**config.mk**
```make
export PLATFORM = sky130hd
export DESIGN_NAME = serial_ctrl
export DESIGN_NICKNAME = d
export VERILOG_FILES = /design/src/serial_ctrl_pkg.sv /design/src/bit_timer.sv /design/src/serial_ctrl.sv
export SDC_FILE = /design/constraint.sdc
export NUM_CORES = 1
export LEC_CHECK = 0
export BUFFER_PORTS_ARGS = -buffer_cell sky130_fd_sc_hd__buf_2
export CAP_MARGIN = 20
export CORE_MARGIN = 1
export CORE_UTILIZATION = 45
export CTS_CLUSTER_SIZE = 28
export DETAILED_ROUTE_END_ITERATION = 12
export HOLD_SLACK_MARGIN = 0.08
export MAX_ROUTING_LAYER = met4
export PLACE_DENSITY = 0.67
export SKIP_LAST_GASP = 1
export SLEW_MARGIN = 30
export SYNTH_ARGS = -nofsm -noshare
export SYNTH_HDL_FRONTEND = slang
export SYNTH_SLANG_ARGS = --single-unit
```
**constraint.sdc**
```tcl
create_clock -name ref_clk -period 5.25 [get_ports ref_clk]
set_input_delay 1.05 -clock ref_clk [delete_from_list [all_inputs] [get_ports ref_clk]]
set_output_delay 1.05 -clock ref_clk [all_outputs]
set_load 0.02 [all_outputs]
```
**src/serial_ctrl_pkg.sv**
```systemverilog
// Purpose: Shared constants for the serial interface control block
// Assumes: Register indices are word indices; byte address is four times the index
// Notes:   Only bits owned by the serial interface are held in shared registers

package serial_ctrl_pkg;

	// ==========================================================
	// Register indices
	localparam logic [15:0] IDX_PRIO  = 16'hff20;
	localparam logic [15:0] IDX_IEN   = 16'hff23;
	localparam logic [15:0] IDX_IFLAG = 16'hff25;
	localparam logic [15:0] IDX_MODE  = 16'hff48;
	localparam logic [15:0] IDX_CTRL  = 16'hff49;
	localparam logic [15:0] IDX_DATA  = 16'hff4a;

	// ==========================================================
	// Field positions
	localparam int MODE_PIN_EN  = 0;
	localparam int MODE_XFER    = 1;
	localparam int MODE_CLK     = 3;
	localparam int MODE_PAR_POL = 5;
	localparam int MODE_PAR_EN  = 6;
	localparam int CTRL_TX_EN   = 0;
	localparam int CTRL_TX_TRG  = 1;
	localparam int CTRL_RX_EN   = 2;
	localparam int CTRL_RX_TRG  = 3;
	localparam int CTRL_OVR     = 4;
	localparam int CTRL_PAR_ERR = 5;
	localparam int CTRL_FRM_ERR = 6;
	localparam int PRIO_LSB     = 4;

	// ==========================================================
	// Reset values and encodings
	localparam logic [7:0] REG_RESET     = 8'h00;
	localparam logic [7:0] MODE_WR_MASK  = 8'h7f;
	localparam logic [1:0] XFER_ASYNC8   = 2'h3;
	localparam logic [1:0] XFER_ASYNC7   = 2'h2;
	localparam logic [1:0] XFER_SLAVE    = 2'h1;
	localparam logic [1:0] XFER_MASTER   = 2'h0;
	localparam logic [1:0] CLK_TIMER     = 2'h3;
	localparam logic [1:0] CLK_DIV4      = 2'h2;
	localparam logic [1:0] CLK_DIV8      = 2'h1;
	localparam logic [1:0] CLK_DIV16     = 2'h0;

	// ==========================================================
	// Cycle counts per source period: one async bit, half a sync bit
	localparam logic [4:0] PER_DIV4   = 5'h04;
	localparam logic [4:0] PER_DIV8   = 5'h08;
	localparam logic [4:0] PER_DIV16  = 5'h10;
	localparam logic [4:0] PER_TIMER  = 5'h02;
	localparam logic [3:0] SYNC_BITS  = 4'h8;

	typedef enum logic [1:0] {TX_IDLE, TX_ASYNC, TX_SYNC} tx_state_e;
	typedef enum logic [1:0] {RX_IDLE, RX_ASYNC, RX_SYNC} rx_state_e;

endpackage : serial_ctrl_pkg

```
**src/bit_timer.sv**
```systemverilog
// Purpose: Restartable bit period counter with end and middle strobes
// Assumes: en is a same-domain pulse or held high
// Notes:   Period may change on the fly; counter wraps at or beyond it

`timescale 1ns/1ps

module bit_timer #(
	parameter int W = 5
) (
	input  wire logic         ref_clk,
	input  wire logic         rst,
	input  wire logic         restart,
	input  wire logic         en,
	input  wire logic [W-1:0] period,
	output logic              tick,
	output logic              mid
);

	// ==========================================================
	// Counter
	logic [W-1:0] cnt_q;
	wire          last = (cnt_q >= period - W'(1));

	if (W < 3) begin : g_bad_w
		$error("bit_timer width too small");
	end

	always_ff @(posedge ref_clk) begin
		if (rst || restart)
			cnt_q <= '0;
		else if (en)
			cnt_q <= last ? '0 : cnt_q + W'(1);
	end

	assign tick = en & last;
	assign mid  = en & (cnt_q == (period >> 1) - W'(1));

endmodule : bit_timer

```
**src/serial_ctrl.sv**
```systemverilog
// Purpose: Register control, status and framing of the serial interface
// Assumes: Classic Wishbone slave, 8-bit registers in data lane 0
// Notes:   One async bit lasts one source period, a sync bit two; async rx samples mid-bit
//
// Functional notes
// (RULE_01) Pin enable routes four pins to serial
// (RULE_02) Two-bit mode field selects async or sync
// (RULE_03) Two-bit field picks serial clock source
// (RULE_04) Slave mode uses external clock, ignores source
// (RULE_05) Parity enable adds and checks parity bit
// (RULE_06) Parity applies only in asynchronous modes
// (RULE_07) Polarity bit: one odd, zero even
// (RULE_08) Error flags set on error, write-one clears
// (RULE_09) Transmit enable bit gates transmission
// (RULE_10) Software disables both directions before reconfiguring
// (RULE_11) Transmit trigger starts; reads one while sending
// (RULE_12) Receive enable bit gates reception
// (RULE_13) Receive trigger starts sync, frees async buffer
// (RULE_14) Data register: write transmits, read received
// (RULE_15) Three interrupt enable bits, reset zero
// (RULE_16) Three factor flags, write-one clears
// (RULE_17) Two-bit priority field, zero means none
// (RULE_18) Seven-bit mode drops bit seven, which reads zero
// (RULE_19) Character before buffer freed sets overrun
// (RULE_20) Receive disable forces error flags zero
// (RULE_21) Bus writes update addressed bits next edge

`timescale 1ns/1ps

module serial_ctrl
	import serial_ctrl_pkg::*;
(
	input  wire logic        ref_clk,
	input  wire logic        rst,
	input  wire logic        cyc_i,
	input  wire logic        stb_i,
	input  wire logic        we_i,
	input  wire logic [17:2] adr_i,
	input  wire logic [31:0] dat_i,
	input  wire logic [3:0]  sel_i,
	output logic      [31:0] dat_o,
	output logic             ack_o,
	input  wire logic        timer_tick,
	input  wire logic [3:0]  pin_in,
	output logic      [3:0]  pin_out,
	output logic      [3:0]  pin_oe,
	input  wire logic [3:0]  port_out,
	input  wire logic [3:0]  port_oe,
	output logic      [3:0]  port_in,
	output logic             irq_req,
	output logic      [1:0]  irq_level
);

	// ==========================================================
	// Bus decode
	logic        ack_q;
	logic [31:0] dat_q;
	wire  [7:0]  wd      = dat_i[7:0];
	wire         wr      = cyc_i & stb_i & we_i & ack_q & sel_i[0];
	wire         wr_prio = wr & (adr_i == IDX_PRIO);
	wire         wr_ien  = wr & (adr_i == IDX_IEN);
	wire         wr_flag = wr & (adr_i == IDX_IFLAG);
	wire         wr_mode = wr & (adr_i == IDX_MODE);
	wire         wr_ctrl = wr & (adr_i == IDX_CTRL);
	wire         wr_data = wr & (adr_i == IDX_DATA);

	// ==========================================================
	// Registers
	logic [7:0] mode_q;
	logic       tx_en_q;
	logic       rx_en_q;
	logic       rx_free_q;
	logic       ovr_q;
	logic       per_q;
	logic       fer_q;
	logic [1:0] prio_q;
	logic [2:0] ien_q;
	logic [2:0] iflag_q;
	logic [7:0] tx_data_q;
	logic [7:0] rx_buf_q;
	logic       irq_q;
	logic [1:0] lvl_q;
	logic       rdy_n_q;

	// ==========================================================
	// Mode decode
	wire [1:0] xfer   = mode_q[MODE_XFER+:2];
	wire [1:0] csrc   = mode_q[MODE_CLK+:2];
	wire       pin_en = mode_q[MODE_PIN_EN];
	wire       async  = xfer[1];
	wire       seven  = (xfer == XFER_ASYNC7);
	wire       slave  = (xfer == XFER_SLAVE);
	wire       par_on = async & mode_q[MODE_PAR_EN];    // see RULE_06
	wire       odd    = mode_q[MODE_PAR_POL];           // see RULE_07
	wire [3:0] dbits  = seven ? 4'd7 : 4'd8;
	wire [3:0] n_rx   = dbits + {3'd0, par_on};         // see RULE_05
	wire [4:0] period = (csrc == CLK_TIMER) ? PER_TIMER :
	                    (csrc == CLK_DIV4)  ? PER_DIV4  :
	                    (csrc == CLK_DIV8)  ? PER_DIV8  : PER_DIV16; // see RULE_03
	wire       src_en = (csrc == CLK_TIMER) ? timer_tick : 1'b1;

	// ==========================================================
	// Pin synchronisers
	logic sin_m_q;
	logic sin_q;
	logic sin_d1_q;
	logic sck_m_q;
	logic sck_q;
	logic sck_d1_q;

	always_ff @(posedge ref_clk) begin
		sin_m_q  <= pin_in[0];
		sin_q    <= sin_m_q;
		sin_d1_q <= sin_q;
		sck_m_q  <= pin_in[2];
		sck_q    <= sck_m_q;
		sck_d1_q <= sck_q;
	end

	// Disabled pins look idle so the engines stay quiet
	wire ser_in   = sin_q | ~pin_en;
	wire ser_in_1 = sin_d1_q | ~pin_en;
	wire sck_in   = sck_q | ~pin_en;
	wire sck_in_1 = sck_d1_q | ~pin_en;

	// ==========================================================
	// Engines
	tx_state_e  tx_st_q, tx_st_d;
	rx_state_e  rx_st_q, rx_st_d;
	logic [3:0] tx_cnt_q, tx_cnt_d, rx_cnt_q, rx_cnt_d;
	logic [9:0] tx_sh_q, tx_sh_d, rx_sh_q, rx_sh_d;
	logic       serial_output_pin_q, serial_output_pin_d, sclk_q;
	logic       tx_done, rx_done, per_ev, fer_ev;
	logic [7:0] rx_byte;
	logic       tick_tx, mid_rx;

	wire tx_busy  = (tx_st_q != TX_IDLE);
	wire sync_act = (tx_st_q == TX_SYNC) | (rx_st_q == RX_SYNC);
	wire tx_go    = wr_ctrl & wd[CTRL_TX_TRG] & tx_en_q & ~tx_busy
	                & (async | rx_st_q == RX_IDLE);      // see RULE_11
	wire rx_go_s  = wr_ctrl & wd[CTRL_RX_TRG] & rx_en_q & ~async
	                & (rx_st_q == RX_IDLE) & ~tx_busy;   // see RULE_13
	wire rx_go_a  = rx_en_q & async & (rx_st_q == RX_IDLE) & ser_in_1 & ~ser_in;
	wire rise_e   = slave ? (~sck_in_1 & sck_in) : (tick_tx & ~sclk_q); // see RULE_04
	wire fall_e   = slave ? (sck_in_1 & ~sck_in) : (tick_tx & sclk_q);

	bit_timer #(.W(5)) u_tx_timer (
		.ref_clk (ref_clk),
		.rst     (rst),
		.restart (tx_go | rx_go_s),
		.en      (src_en),
		.period  (period),
		.tick    (tick_tx),
		.mid     ()
	);

	bit_timer #(.W(5)) u_rx_timer (
		.ref_clk (ref_clk),
		.rst     (rst),
		.restart (rx_go_a),
		.en      (src_en),
		.period  (period),
		.tick    (),
		.mid     (mid_rx)
	);

	// Transmit frame: data, optional parity, stop bits fill with ones
	wire [7:0] tx_d     = seven ? {1'b0, tx_data_q[6:0]} : tx_data_q; // see RULE_18
	wire       tx_par   = ^tx_d ^ odd;
	wire [9:0] par_mask = par_on ? (10'h001 << dbits) : 10'h000;
	wire [9:0] tx_frame = ((10'h3ff << dbits) & ~(par_mask & {10{~tx_par}}))
	                      | {2'b00, tx_d};                // see RULE_05

	// Async receive word, parity and check
	wire [9:0] a_word  = rx_sh_q >> (4'd10 - n_rx);
	wire [7:0] a_byte  = seven ? {1'b0, a_word[6:0]} : a_word[7:0]; // see RULE_18
	wire       a_par   = a_word[n_rx - 4'd1];
	wire       par_err = par_on & (^a_byte ^ a_par ^ odd);       // see RULE_05

	always_comb begin
		tx_st_d  = tx_st_q;
		tx_cnt_d = tx_cnt_q;
		tx_sh_d  = tx_sh_q;
		serial_output_pin_d   = serial_output_pin_q;
		tx_done  = 1'b0;
		unique case (tx_st_q)
			TX_IDLE: begin
				serial_output_pin_d = 1'b1;
				if (tx_go && async) begin
					tx_st_d  = TX_ASYNC;
					serial_output_pin_d   = 1'b0;
					tx_sh_d  = tx_frame;
					tx_cnt_d = n_rx + 4'd1;
				end else if (tx_go) begin
					tx_st_d  = TX_SYNC;
					tx_sh_d  = {2'b11, tx_data_q};
					tx_cnt_d = SYNC_BITS;
				end
			end
			TX_ASYNC: begin
				if (tick_tx) begin
					if (tx_cnt_q == 4'd0) begin
						tx_st_d = TX_IDLE;
						tx_done = 1'b1;
					end else begin
						serial_output_pin_d   = tx_sh_q[0];
						tx_sh_d  = {1'b1, tx_sh_q[9:1]};
						tx_cnt_d = tx_cnt_q - 4'd1;
					end
				end
			end
			TX_SYNC: begin
				if (fall_e) begin
					serial_output_pin_d  = tx_sh_q[0];
					tx_sh_d = {1'b1, tx_sh_q[9:1]};
				end
				if (rise_e) begin
					tx_cnt_d = tx_cnt_q - 4'd1;
					if (tx_cnt_q == 4'd1) begin
						tx_st_d = TX_IDLE;
						tx_done = 1'b1;
					end
				end
			end
		endcase
		if (!tx_en_q) begin                                 // see RULE_09
			tx_st_d = TX_IDLE;
			serial_output_pin_d  = 1'b1;
			tx_done = 1'b0;
		end
	end

	always_comb begin
		rx_st_d  = rx_st_q;
		rx_cnt_d = rx_cnt_q;
		rx_sh_d  = rx_sh_q;
		rx_done  = 1'b0;
		per_ev   = 1'b0;
		fer_ev   = 1'b0;
		rx_byte  = a_byte;
		unique case (rx_st_q)
			RX_IDLE: begin
				if (rx_go_a) begin
					rx_st_d  = RX_ASYNC;
					rx_cnt_d = 4'd0;
				end else if (rx_go_s) begin
					rx_st_d  = RX_SYNC;
					rx_cnt_d = SYNC_BITS;
				end
			end
			RX_ASYNC: begin
				if (mid_rx) begin
					if (rx_cnt_q == 4'd0 && ser_in) begin
						rx_st_d = RX_IDLE;
					end else if (rx_cnt_q == n_rx + 4'd1) begin
						rx_st_d = RX_IDLE;
						rx_done = 1'b1;
						fer_ev  = ~ser_in;
						per_ev  = par_err;
					end else begin
						rx_cnt_d = rx_cnt_q + 4'd1;
						if (rx_cnt_q != 4'd0)
							rx_sh_d = {ser_in, rx_sh_q[9:1]};
					end
				end
			end
			RX_SYNC: begin
				rx_byte = {ser_in, rx_sh_q[9:3]};
				if (rise_e) begin
					rx_sh_d  = {ser_in, rx_sh_q[9:1]};
					rx_cnt_d = rx_cnt_q - 4'd1;
					if (rx_cnt_q == 4'd1) begin
						rx_st_d = RX_IDLE;
						rx_done = 1'b1;
					end
				end
			end
		endcase
		if (!rx_en_q) begin                                 // see RULE_12
			rx_st_d = RX_IDLE;
			rx_done = 1'b0;
			per_ev  = 1'b0;
			fer_ev  = 1'b0;
		end
	end

	wire ovr_ev = rx_done & async & ~rx_free_q;             // see RULE_19
	wire err_ev = ovr_ev | per_ev | fer_ev;

	// ==========================================================
	// State registers
	always_ff @(posedge ref_clk) begin
		if (rst) begin
			tx_st_q  <= TX_IDLE;
			rx_st_q  <= RX_IDLE;
			tx_cnt_q <= 4'h0;
			rx_cnt_q <= 4'h0;
			tx_sh_q  <= 10'h3ff;
			rx_sh_q  <= 10'h000;
			serial_output_pin_q   <= 1'b1;
		end else begin
			tx_st_q  <= tx_st_d;
			rx_st_q  <= rx_st_d;
			tx_cnt_q <= tx_cnt_d;
			rx_cnt_q <= rx_cnt_d;
			tx_sh_q  <= tx_sh_d;
			rx_sh_q  <= rx_sh_d;
			serial_output_pin_q   <= serial_output_pin_d;
		end
	end

	// Master clock idles high; slave leaves the pin undriven
	always_ff @(posedge ref_clk) begin
		if (rst)
			sclk_q <= 1'b1;
		else if (sync_act && !slave && tick_tx)
			sclk_q <= ~sclk_q;
		else if (!sync_act)
			sclk_q <= 1'b1;
	end

	// ==========================================================
	// Control registers
	always_ff @(posedge ref_clk) begin
		if (rst) begin
			mode_q  <= REG_RESET;
			tx_en_q <= 1'b0;
			rx_en_q <= 1'b0;
			prio_q  <= 2'h0;
			ien_q   <= 3'h0;
		end else begin
			if (wr_mode)
				mode_q <= wd & MODE_WR_MASK;                // see RULE_02
			if (wr_ctrl) begin
				tx_en_q <= wd[CTRL_TX_EN];                  // see RULE_09
				rx_en_q <= wd[CTRL_RX_EN];                  // see RULE_12
			end
			if (wr_prio)
				prio_q <= wd[PRIO_LSB+:2];                  // see RULE_17
			if (wr_ien)
				ien_q <= wd[2:0];                           // see RULE_15
		end
	end

	// Sticky flags: a set in the same cycle as a clear wins
	always_ff @(posedge ref_clk) begin
		if (rst || !rx_en_q) begin                          // see RULE_20
			ovr_q     <= 1'b0;
			per_q     <= 1'b0;
			fer_q     <= 1'b0;
			rx_free_q <= 1'b0;
		end else begin
			ovr_q <= ovr_ev | (ovr_q & ~(wr_ctrl & wd[CTRL_OVR]));     // see RULE_08
			per_q <= per_ev | (per_q & ~(wr_ctrl & wd[CTRL_PAR_ERR]));
			fer_q <= fer_ev | (fer_q & ~(wr_ctrl & wd[CTRL_FRM_ERR]));
			if (wr_ctrl && wd[CTRL_RX_TRG] && async)
				rx_free_q <= 1'b1;                          // see RULE_13
			else if (rx_done)
				rx_free_q <= 1'b0;
		end
	end

	always_ff @(posedge ref_clk) begin
		if (rst)
			iflag_q <= 3'h0;
		else
			iflag_q <= {err_ev, rx_done, tx_done}
			           | (iflag_q & ~(wr_flag ? wd[2:0] : 3'h0)); // see RULE_16
	end

	// Data holds no reset value, as the buffer is undefined after reset
	always_ff @(posedge ref_clk) begin
		if (wr_data)
			tx_data_q <= wd;                                // see RULE_14
		if (rx_done)
			rx_buf_q <= rx_byte;
	end

	// ==========================================================
	// Readback and bus answer
	wire       rx_trg_rd = rx_free_q | (rx_st_q == RX_SYNC);
	wire [7:0] ctrl_rd   = {1'b0, fer_q, per_q, ovr_q, rx_trg_rd, rx_en_q, tx_busy, tx_en_q};
	wire [7:0] rd_val    = (adr_i == IDX_PRIO)  ? {2'b00, prio_q, 4'h0} :
	                       (adr_i == IDX_IEN)   ? {5'h00, ien_q} :
	                       (adr_i == IDX_IFLAG) ? {5'h00, iflag_q} :
	                       (adr_i == IDX_MODE)  ? mode_q :
	                       (adr_i == IDX_CTRL)  ? ctrl_rd :
	                       (adr_i == IDX_DATA)  ? rx_buf_q : 8'h00;

	always_ff @(posedge ref_clk) begin
		if (rst) begin
			ack_q   <= 1'b0;
			dat_q   <= 32'h0;
			irq_q   <= 1'b0;
			lvl_q   <= 2'h0;
			rdy_n_q <= 1'b1;
		end else begin
			ack_q   <= cyc_i & stb_i & ~ack_q;              // see RULE_21
			if (cyc_i && stb_i && !ack_q)
				dat_q <= {24'h0, rd_val};
			irq_q   <= (|(iflag_q & ien_q)) & (prio_q != 2'h0); // see RULE_17
			lvl_q   <= prio_q;
			rdy_n_q <= ~(slave & sync_act);
		end
	end

	assign ack_o     = ack_q;
	assign dat_o     = dat_q;
	assign irq_req   = irq_q;
	assign irq_level = lvl_q;
	assign port_in   = pin_in;

	// ==========================================================
	// Pin routing
	assign pin_out[0] = port_out[0];                        // see RULE_01
	assign pin_oe[0]  = pin_en ? 1'b0 : port_oe[0];
	assign pin_out[1] = pin_en ? serial_output_pin_q : port_out[1];
	assign pin_oe[1]  = pin_en ? 1'b1 : port_oe[1];
	assign pin_out[2] = pin_en ? sclk_q : port_out[2];
	assign pin_oe[2]  = pin_en ? (~async & ~slave) : port_oe[2]; // see RULE_04
	assign pin_out[3] = pin_en ? rdy_n_q : port_out[3];
	assign pin_oe[3]  = pin_en ? slave : port_oe[3];
endmodule : serial_ctrl

```
; After elaboration in Yosys (flattened, before gate mapping)
; Cells that the tools add are included.
[word_totals]
output_inout_bits = 48
inputBits = 70
register_bits = 100
wordCells = 305
[classes]
n_mux = 101
magnitude_cmp = 3
n_eq_ne = 35
add_sub_neg = 11
n_reduce_logical = 35
bitwise = 84
shifts = 3
[op_table]
columns = op, count
row1 = 2-to-1 mux 10 bit, 11
row2 = equality test 16 bit (second input constant), 6
row3 = 2-to-1 mux 8 bit, 9
row4 = 2-to-1 mux 4 bit, 12
row5 = bitwise AND 1 bit, 43
row6 = 2-to-1 mux 1 bit, 40
row7 = one-hot mux 10 bit (3 select lines), 1
row8 = 2-to-1 mux 2 bit, 13
row9 = 2-to-1 mux 5 bit, 5
row10 = one-hot mux 4 bit (3 select lines), 2
row11 = != test 2 bit (second input constant), 11
row12 = bitwise AND 10 bit, 2
row13 = one-hot mux 10 bit (2 select lines), 1
row14 = NOT 1 bit, 17
row15 = XOR reduction 8 bit, 2
row16 = AND reduction 5 bit, 3
row17 = bitwise OR 1 bit, 13
row18 = one-hot mux 2 bit (3 select lines), 2
row19 = subtractor 4 x 1 -> 4 bit (second input constant), 3
row20 = adder 5 x 1 -> 5 bit (second input constant), 2
row21 = equality test 2 bit (second input constant), 5
row22 = greater-or-equal comparator 5 bit, 2
row23 = NOT 10 bit, 1
row24 = bitwise OR 10 x 8 -> 10 bit, 1
row25 = other kinds (36), 65

; Depth between registers and ports, before layout
; Gate-level depths: netlist (run 1).
[depth]
ltp_word = 18
ltp_mapped = 13

; Modules after synthesis
; A second synthesis (run 1) with hierarchy kept.
[unflattened]
hier_cells = 756
hier_area_um2 = 6641.4
[modules_own_cells]
columns = mod, area_each_um2, seq_area_each_um2, n_inst, cells_each
row1 = serial_ctrl, 5525.3, 1941.9, 1, 622
row2 = bit_timer, 558.0, 100.1, 2, 67

; Least setup slack after synthesis (run 1)
; OpenSTA, ideal clock, no wires.
[synth_path]
path_kind = flip-flop to flip-flop
from = register mode_q[2]
to = register iflag_q[2]
setup_ns = 0.134
arrival_ns = 2.663
setup_slack_ns = 2.453
path_buffers = 1
stages_incl_launch_ff = 12
required_time_ns = 5.116
path_cell_list = dfxtp_1 > clkbuf_1 > nand2_1 > inv_1 > ha_1 > mux2_2 > mux2_2 > xnor2_1 > xnor2_1 > xnor3_1 > xnor2_1 > o22ai_1
[synth_between]
elab_chain_cells = 18
elab_cells_between_ends = 39
cone_classes = 4 x add/sub / 3 x eq/ne / 1 x shift / 21 x mux / 9 x bitwise / 1 x reduce/logical
[synth_rtl]
columns = item, line
row1 = from (decl), serial_ctrl.sv:69  ; logic [7:0] mode_q;
row2 = from (signal assigned), serial_ctrl.sv:333  ; mode_q <= wd & MODE_WR_MASK;
row3 = equality test 2 bit, serial_ctrl.sv:91  ; wire seven = (xfer == XFER_ASYNC7);
row4 = 2-to-1 mux 4 bit, serial_ctrl.sv:95  ; wire [3:0] dbits = seven ? 4'd7 : 4'd8;
row5 = adder 4 x 1 -> 4 bit, serial_ctrl.sv:96  ; wire [3:0] n_rx = dbits + {3'd0, par_on};
row6 = subtractor 4 bit, serial_ctrl.sv:175  ; wire [9:0] a_word = rx_sh_q >> (4'd10 - n_rx);
row7 = >> shifter 10 x 4 -> 10 bit, serial_ctrl.sv:175
row8 = binary-select mux 1 bit (select 4 bit) / 2-to-1 mux 8 bit (equally long branches), "serial_ctrl.sv:177, serial_ctrl.sv:176"
row9 = 2-to-1 mux 1 bit (not written as such) / XOR reduction 8 bit (equally long branches), "serial_ctrl.sv:177, serial_ctrl.sv:178"
row10 = XOR 1 bit (2 in series), serial_ctrl.sv:178  ; wire par_err = par_on & (^a_byte ^ a_par ^ odd);
row11 = bitwise AND 1 bit, serial_ctrl.sv:178
row12 = 2-to-1 mux 1 bit, serial_ctrl.sv:255  ; end else if (rx_cnt_q == n_rx + 4'd1) begin
row13 = 2-to-1 mux 1 bit, serial_ctrl.sv:253  ; if (rx_cnt_q == 4'd0 && ser_in) begin
row14 = 2-to-1 mux 1 bit, serial_ctrl.sv:252  ; if (mid_rx) begin
row15 = 2-to-1 mux 1 bit, serial_ctrl.sv:241  ; unique case (rx_st_q)
row16 = 2-to-1 mux 1 bit, serial_ctrl.sv:279  ; if (!rx_en_q) begin
row17 = bitwise OR 1 bit, serial_ctrl.sv:288  ; wire err_ev = ovr_ev | per_ev | fer_ev;
row18 = bitwise OR 1 bit (*), serial_ctrl.sv:288
row19 = bitwise OR 3 bit (*), serial_ctrl.sv:368  ; | (iflag_q & ~(wr_flag ? wd[2:0] : 3'h0));
row20 = to (signal assigned), serial_ctrl.sv:367  ; iflag_q <= {err_ev, rx_done, tx_done}
row21 = to (decl), serial_ctrl.sv:78  ; logic [2:0] iflag_q;
; Every way passes the cells marked *; elsewhere a longest branch is shown, timed or not. The select of a mux whose other input is x is not followed.
; A chain may end at the register's enable or synchronous reset.

; Worst setup path in the final report (run 1)
[layout_path]
from = register mode_q[2]
to = register rx_buf_q[2] (enable)
[layout_between]
elab_chain_cells = 10
elab_cells_between_ends = 14
cone_classes = 2 x add/sub / 3 x eq/ne / 8 x mux / 1 x bitwise
[layout_rtl]
columns = item, line
row1 = equality test 2 bit, serial_ctrl.sv:91
row2 = 2-to-1 mux 4 bit, serial_ctrl.sv:95
row3 = adder 4 x 1 -> 4 bit, serial_ctrl.sv:96
row4 = adder 4 x 1 -> 4 bit, serial_ctrl.sv:255
row5 = equality test 4 bit, serial_ctrl.sv:255
row6 = 2-to-1 mux 1 bit, serial_ctrl.sv:255
row7 = 2-to-1 mux 1 bit, serial_ctrl.sv:253
row8 = 2-to-1 mux 1 bit, serial_ctrl.sv:252
row9 = one-hot mux 1 bit (2 select lines) (*), serial_ctrl.sv:241
row10 = 2-to-1 mux 1 bit (*), serial_ctrl.sv:279
row11 = named net rx_done, serial_ctrl.sv:133  ; logic tx_done, rx_done, per_ev, fer_ev;
row12 = to (signal assigned), serial_ctrl.sv:376  ; rx_buf_q <= rx_byte;
row13 = to (decl), serial_ctrl.sv:80  ; logic [7:0] rx_buf_q;
; Mark *: on every way through the listed nets, which the timed path passes. The rest lies on a longest branch.

==> impl_metrics.ini, run 1 <==
[sta]
rsz0062_at_grt = no
finalHoldViolCount = 0
finalCritPeriodShare_pct = 75.05
tightest_slew_ns = 0.8556
timing.fmax_mhz = 253.8
tns_ns = 0
finalWorstSetupSlack_ns = 1.310
post-route-min-period_ns = 3.940
slew_violations = 0
fin_skew_ns = 0.008608
relSlewSlack_pct = 42.96
setup-violations-final = 0

[floorplanning]
initial_core_util_pct = 46.65
rows = 41
fp.dieW_um = 117.1
die_h_um = 117.1
die-area_mm2 = 0.01371
fp.coreArea_mm2 = 0.01277
ioPinCount = 118

[clock_tree]
htreeDepth = 3
cts_tree = yes
cts_root_buf = clkbuf_16
cts_buffers = 9
hold_buffers = 0
clk_pin_slew_ns = 0.07
ctsResizeCount = 0
cts_sinks = 99
clockBufferDepth = 2
post-cts-setup-buffers = 0
clock_latency_ns = 0.36

[run_status]
status = completed

[logic_synthesis]
netlist_top_cells_area = dfxtp_1, edfxtp_1, mux2i_1, ha_1, nor2_1
synth_xor_area_share_pct = 5.081
synth_warnings = 0
synth_top_family_by_area = simple AND/OR/NAND/NOR gates
synth_top_area_share_pct = 27.88
ys_seq_elements = 99
synth-compound-area-share_pct = 16.42
synthMuxAreaShare_pct = 10.56
syn_area_mm2 = 0.005959
synth_ff_type = dfxtp_1
synth-edff-count = 16
netlist_instances = 673
syn_avg_cell_area_um2 = 8.855
synth-simple-area-share_pct = 18.48
yosysMostFrequentCell = dfxtp_1
synth_common_cells = dfxtp_1, nor2_1, nand2_1, mux2i_1, a21oi_1
synth_largest_area_cell = dfxtp_1
async_reset_ff_share_pct = 0
seq_area_frac_synth_pct = 35.94
synthAdderAreaFrac_pct = 5.186
synthDistinctLibCells = 73

[job]
cap_violations = 0

[final_layout]
fin_cells = 878
final_nets = 794
syn2layout_area_growth_pct = 8.755
drive_gt1_share_pct = 16.01
diodes = 0
stdcell_area_mm2 = 0.006481

[route]
viasPerCell = 5.614
antenna_left = 0
drt_iter0_drc = 292
num_vias = 4929
wl_per_cell_um = 16.15
totalWireLength_um = 14180
drcViolationCount = 0
first_pass_iters = 5

[setup_path]
worstPathCellList = nand2b_1 > ha_1 > xor2_1 > nor4_1 > and3_1 > a41oi_1 > or2_1 > inv_1
cp-start-kind = flop
path_class = reg2reg
required_ns = 5.27
end_kind = flop
slowest_delay_ns = 0.95
arrival_ns = 3.96
critPathMaxFanout = 23
cp_slowest_cell = ha_1

[placed_design]
placed_area_mm2 = 0.006177
dp_worst_setup_slack_ns = 1.433
gp_congestion = 0.8915
place_hpwl_um = 10290
portBuffers = 60
dp.cells = 862

[global_route]
grt_start_max_net_pins = 41
grt_pass1_wl_um = 22640
overflow = 0
grt_antenna_before_repair = 0
grt_pass1_vias = 4560
grt_usage_pct = 22.27

[power_and_ir_drop]
power_density_mw_per_mm2 = 242.1
leakage_nw = 2.648
max-vdd-ir-drop_v = 0.0001648

[worst_hold_path]
hold_path.class = reg2reg
[report_power, final]
group | switching (mW) | total [mW] | internal [mW]
sequential | 0.00876 | 0.786 | 0.777
combinational | 0.0599 | 0.0901 | 0.0302
clock | 0.316 | 0.693 | 0.378
[kinds of logic (layout without fill, tap and decap cells)]
| kind of cell | after synthesis | in the layout |
|---|---|---|
| other cells | 2 | 26 |
| mux | 58 | 58 |
| fa+ha+maj | 25 | 25 |
| simple gates | 223 | 223 |
| buf+inv | 91 | 100 |
| flops | 99 | 99 |
| xor+xnor | 33 | 33 |
| compound gates | 142 | 142 |
[layout make-up]
| type | count | area (um^2) |
|---|---|---|
| clock buffer | 9 | 225.2 |
| tap | 172 | 215.2 |
| sequential | 99 | 2142 |
| timing repair buffer | 63 | 322.8 |
| fill | 1201 | 6292 |
| multi-input combinational | 507 | 3418 |
| clock inverter | 7 | 78.83 |
| inverter | 21 | 78.83 |
[state kept, by name (all words and copies together), names as in the netlist, 2 cells and up]
register,flops
rx_sh_q,10
tx_sh_q,9
dat_o,8
rx_buf_q,8
tx_data_q,8
mode_q,7
u_rx_timer.cnt_q,5
u_tx_timer.cnt_q,5
rx_cnt_q,4
tx_cnt_q,4
ien_q,3
iflag_q,3
irq_level,2
prio_q,2
rx_st_q,2
tx_st_q,2
[worst max-delay path: cells and delay by family (launching register included)]
| family | cells | cell delay, ns |
|---|---|---|
| simple gates | 4 | 1.44 |
| fa+ha+maj | 1 | 0.95 |
| compound gates | 1 | 0.11 |
| flops | 1 | 0.68 |
| xor+xnor | 1 | 0.14 |
| buf+inv | 1 | 0.28 |
[metal layers]
metal,global-route usage [%],share of wire (%),up-vias,wire (um)
met5,-,0,-,0
met4,10.72,2.8,0,398
met3,4.016,5.3,29,750
met2,34.95,47,150,6726
met1,27.71,44,2354,6303
li1,-,-,2396,-
[final timing paths]
kind | from | endpoint | slack (ns) | cells past startpoint
max | mode_q[2] | rx_buf_q[2] | 1.31 | 8
min | sck_m_q | sck_q | 0.34 | 0
max reg2reg | mode_q[2] | rx_buf_q[2] | 1.31 | 8
min reg2reg | sck_m_q | sck_q | 0.34 | 0
[cells in the final DEF, fill, tap and decap left out, types with 3 or more instances in the layout]
cell type / instances
dfxtp_1: 83
nor2_1: 64
buf_2: 60
nand2_1: 58
mux2i_1: 42
a21oi_1: 36
o21ai_0: 29
conb_1: 26
ha_1: 23
xnor2_1: 22
inv_1: 21
nand3_1: 20
nor2b_1: 18
edfxtp_1: 16
mux2_2: 12
nand4_1: 12
xor2_1: 10
nor3_1: 9
clkbuf_16: 9
a21o_1: 7
a2111oi_0: 7
a31oi_1: 6
and3_1: 6
nor3b_1: 6
a221oi_1: 5
o31ai_1: 5
and2_1: 4
or2_2: 4
o21ai_1: 4
o21a_1: 4
a211o_1: 4
nand2b_1: 3
a22o_1: 3
or3_1: 3
o211ai_1: 3
o221ai_1: 3
or4_1: 3
inv_6: 3
buf_4: 3
[stage by stage]
stage | utilization, % | power [mW] | hold WS [ns]
2_1_floorplan | - | 0.8780 | 0.3096
3_3_place_gp | 48.36 | 0.8913 | 0.3138
3_5_place_dp | 48.36 | 0.8927 | 0.3312
4_1_cts | 50.74 | 1.581 | 0.3473
5_1_grt | 50.74 | 1.621 | 0.3526
6_report | 50.74 | 1.569 | 0.3428
Power figures use the tool's default switching activity.
==> inputs of run 2 (changes only) <==
Settings changed: ABC_AREA from default to 1.
Clock period 5.25 ns to 4.1 ns, I/O delays scaled along.
==> run 2 against run 1 <==
- design area increased by 5.6%
- via count increased by 13%
- maximum frequency increased by 24%
- core utilization increased by 0.35 points
- non-clock buffer count increased by 1
- sequential cell count unchanged
- register-to-register slack got worse by 0.39 ns
- synthesized cell count increased by 30%
- critical path type unchanged
- largest power group unchanged
- highest routed layer unchanged
==> impl_metrics.ini, run 2 <==
[clock_tree]
cts_buffers = 9
clk_pin_slew_ns = 0.08
clockBufferDepth = 2
clock_latency_ns = 0.36
post-cts-setup-buffers = 0
hold_buffers = 0
cts_sinks = 99
cts_tree = yes
htreeDepth = 3
ctsResizeCount = 0
cts_root_buf = clkbuf_16

[final_layout]
final_nets = 1014
fillers = 1370
register_area_mm2 = 0.002142
diodes = 0
multi_input_area_mm2 = 0.003457
reg_top3 = rx_sh_q: 10 flops, tx_sh_q: 9 flops
mostFrequentLayoutCells = nand2_1, inv_1, dfxtp_1
largest_register = rx_sh_q
final_common_cell = nand2_1
syn2layout_area_growth_pct = 9.659
largest_register_ff_count = 10
drive_gt1_share_pct = 15.87
stdcell_area_mm2 = 0.006847

[floorplanning]
fp.coreArea_mm2 = 0.01340
initial_core_util_pct = 46.59
die_h_um = 119.8
fp.dieW_um = 119.8
ioPinCount = 118
die-area_mm2 = 0.01435
rows = 42

[global_route]
grt_pass1_vias = 5154
grt_usage_pct = 22.53
grt_antenna_before_repair = 0
grt_start_max_net_pins = 28
grt_pass1_wl_um = 24840
overflow = 0

[logic_synthesis]
synth_top_family_by_area = simple AND/OR/NAND/NOR gates
yosysMostFrequentCell = nand2_1
synthMuxAreaShare_pct = 0.1804
synthAdderAreaFrac_pct = 4.609
synth-edff-count = 16
synth_common_cells = nand2_1, inv_1, dfxtp_1, nand3_1, nor2_1
synth_largest_area_cell = dfxtp_1
synth_warnings = 0
seq_area_frac_synth_pct = 34.31
synth-simple-area-share_pct = 32.40
synth-compound-area-share_pct = 13.69
synth_top_area_share_pct = 26.61
syn_area_mm2 = 0.006243
netlist_instances = 872
async_reset_ff_share_pct = 0
syn_avg_cell_area_um2 = 7.160
synthDistinctLibCells = 57
netlist_top_cells_area = dfxtp_1, nand2_1, edfxtp_1, inv_1, nand3_1
ys_seq_elements = 99
synth_xor_area_share_pct = 2.926
synth_ff_type = dfxtp_1

[sta]
finalHoldViolCount = 0
slew_violations = 0
relSlewSlack_pct = 44.16
timing.fmax_mhz = 314.8
tightest_slew_ns = 0.8367
setup-violations-final = 0
finalCritPeriodShare_pct = 77.49
fin_skew_ns = 0.01304
rsz0062_at_grt = no
post-route-min-period_ns = 3.177
tns_ns = 0

[setup_path]
path_class = reg2reg
reg2reg_depth = 13
r2r_slack_ns = 0.92
r2r_start = mode_q[2]
arrival_ns = 3.42
cp-start-kind = flop
r2r-end = rx_sh_q[9]
end_kind = flop
required_ns = 4.34
critPathMaxFanout = 14

[worst_hold_path]
min_delay_worst_endpoint = sin_q
hold_start = sin_m_q
hold_path.class = reg2reg
min_path_cells = 0

[run_status]
status = completed

[route]
viasPerCell = 5.035
totalWireLength_um = 14850
first_pass_iters = 5
antenna_left = 0
drcViolationCount = 0
num_vias = 5549
drt_iter0_drc = 415
wl_per_cell_um = 13.47

[placed_design]
gp_congestion = 0.8979
place_hpwl_um = 11090
placed_area_mm2 = 0.006554
portBuffers = 60

[power_and_ir_drop]
finalPower_mw = 1.964
max-vdd-ir-drop_v = 0.0001972
power_density_mw_per_mm2 = 286.8
leakage_nw = 3.068

[job]
cap_violations = 0
## run 2: changes by cell type in the layout (fill, tap and decap cells not counted), moves of 14 or more
cell	before	now
nor2b_1	18	0
mux2i_1	42	0
inv_1	21	97
nand3_1	20	66
nor2_2	0	14
xnor2_1	22	6
o21ai_0	29	59
nand2_1	58	207
## run 2: where the power goes
| part | internal (mW) | switching, mW | total (mW) |
|---|---|---|---|
| sequential | 0.993 | 0.00953 | 1.00 |
| combinational | 0.0358 | 0.0803 | 0.116 |
| clock | 0.440 | 0.405 | 0.845 |
## run 2: cells by family (layout without fill, tap and decap cells)
kind of cell / count (synthesis) / in the layout
buffers and inverters: 156 / 186
multiplexers: 1 / 1
flip-flops: 99 / 99
AO/OA/AOI/OAI: 149 / 149
other: 2 / 26
XOR/XNOR: 20 / 20
adder cells (fa/ha/maj): 23 / 23
AND/OR/NAND/NOR: 422 / 422
## run 2: metal layers
layer	routed length (um)	global-route usage [%]	vias up	share of wire, %
met1	7097	28.49	2514	48
met5	0	-	-	0
met3	598	4.278	15	4.0
met4	169	5.703	0	1.1
li1	-	-	2912	-
met2	6981	36.96	108	47
## run 2: worst max-delay path: stages (launching register included)
cell	delay [ns]
dfxtp_1	0.71
nand2_1	0.34
ha_1	0.37
buf_4	0.19
inv_2	0.21
nor2_1	0.08
nor3_2	0.31
nor2_1	0.09
a21oi_2	0.19
nor2_2	0.07
nand2_4	0.14
inv_4	0.10
o21ai_0	0.21
a21oi_2	0.04
## run 2: area by class of cell
class / instances / area share [%]
Clock buffer: 10 / 3.490
Tap cell: 176 / 3.216
Multi-Input combinational cell: 641 / 50.49
Timing Repair Buffer: 64 / 4.825
Clock inverter: 6 / 0.7858
Sequential cell: 99 / 31.29
Inverter: 106 / 5.903
## run 2: how the worst max path moves through the flow
stage / startpoint / end / slack, ns / cells after the start
4_1_cts: mode_q[2] / rx_buf_q[2] / 0.95 / 10
5_1_grt: mode_q[2] / iflag_q[2] / 0.58 / 20
6_report: mode_q[2] / rx_sh_q[9] / 0.92 / 13
3_3_place_gp: mode_q[2] / rx_buf_q[7] / 1.00 / 10
3_5_place_dp: mode_q[2] / rx_buf_q[2] / 0.98 / 10
2_1_floorplan: mode_q[2] / rx_sh_q[6] / 1.72 / 16
## run 2: per-stage QoR
step                      hold slack, ns  worst slack (ns)  util (%)  instances
after floorplan                   0.3096             1.723         -        896
after detailed placement          0.3150            0.9846     48.91       1086
after global placement            0.3152             1.001     48.91       1086
after CTS                         0.3325            0.9490     51.09       1102
final                             0.3293            0.9229     51.09       1102
after global routing              0.3291            0.5814     51.09       1102
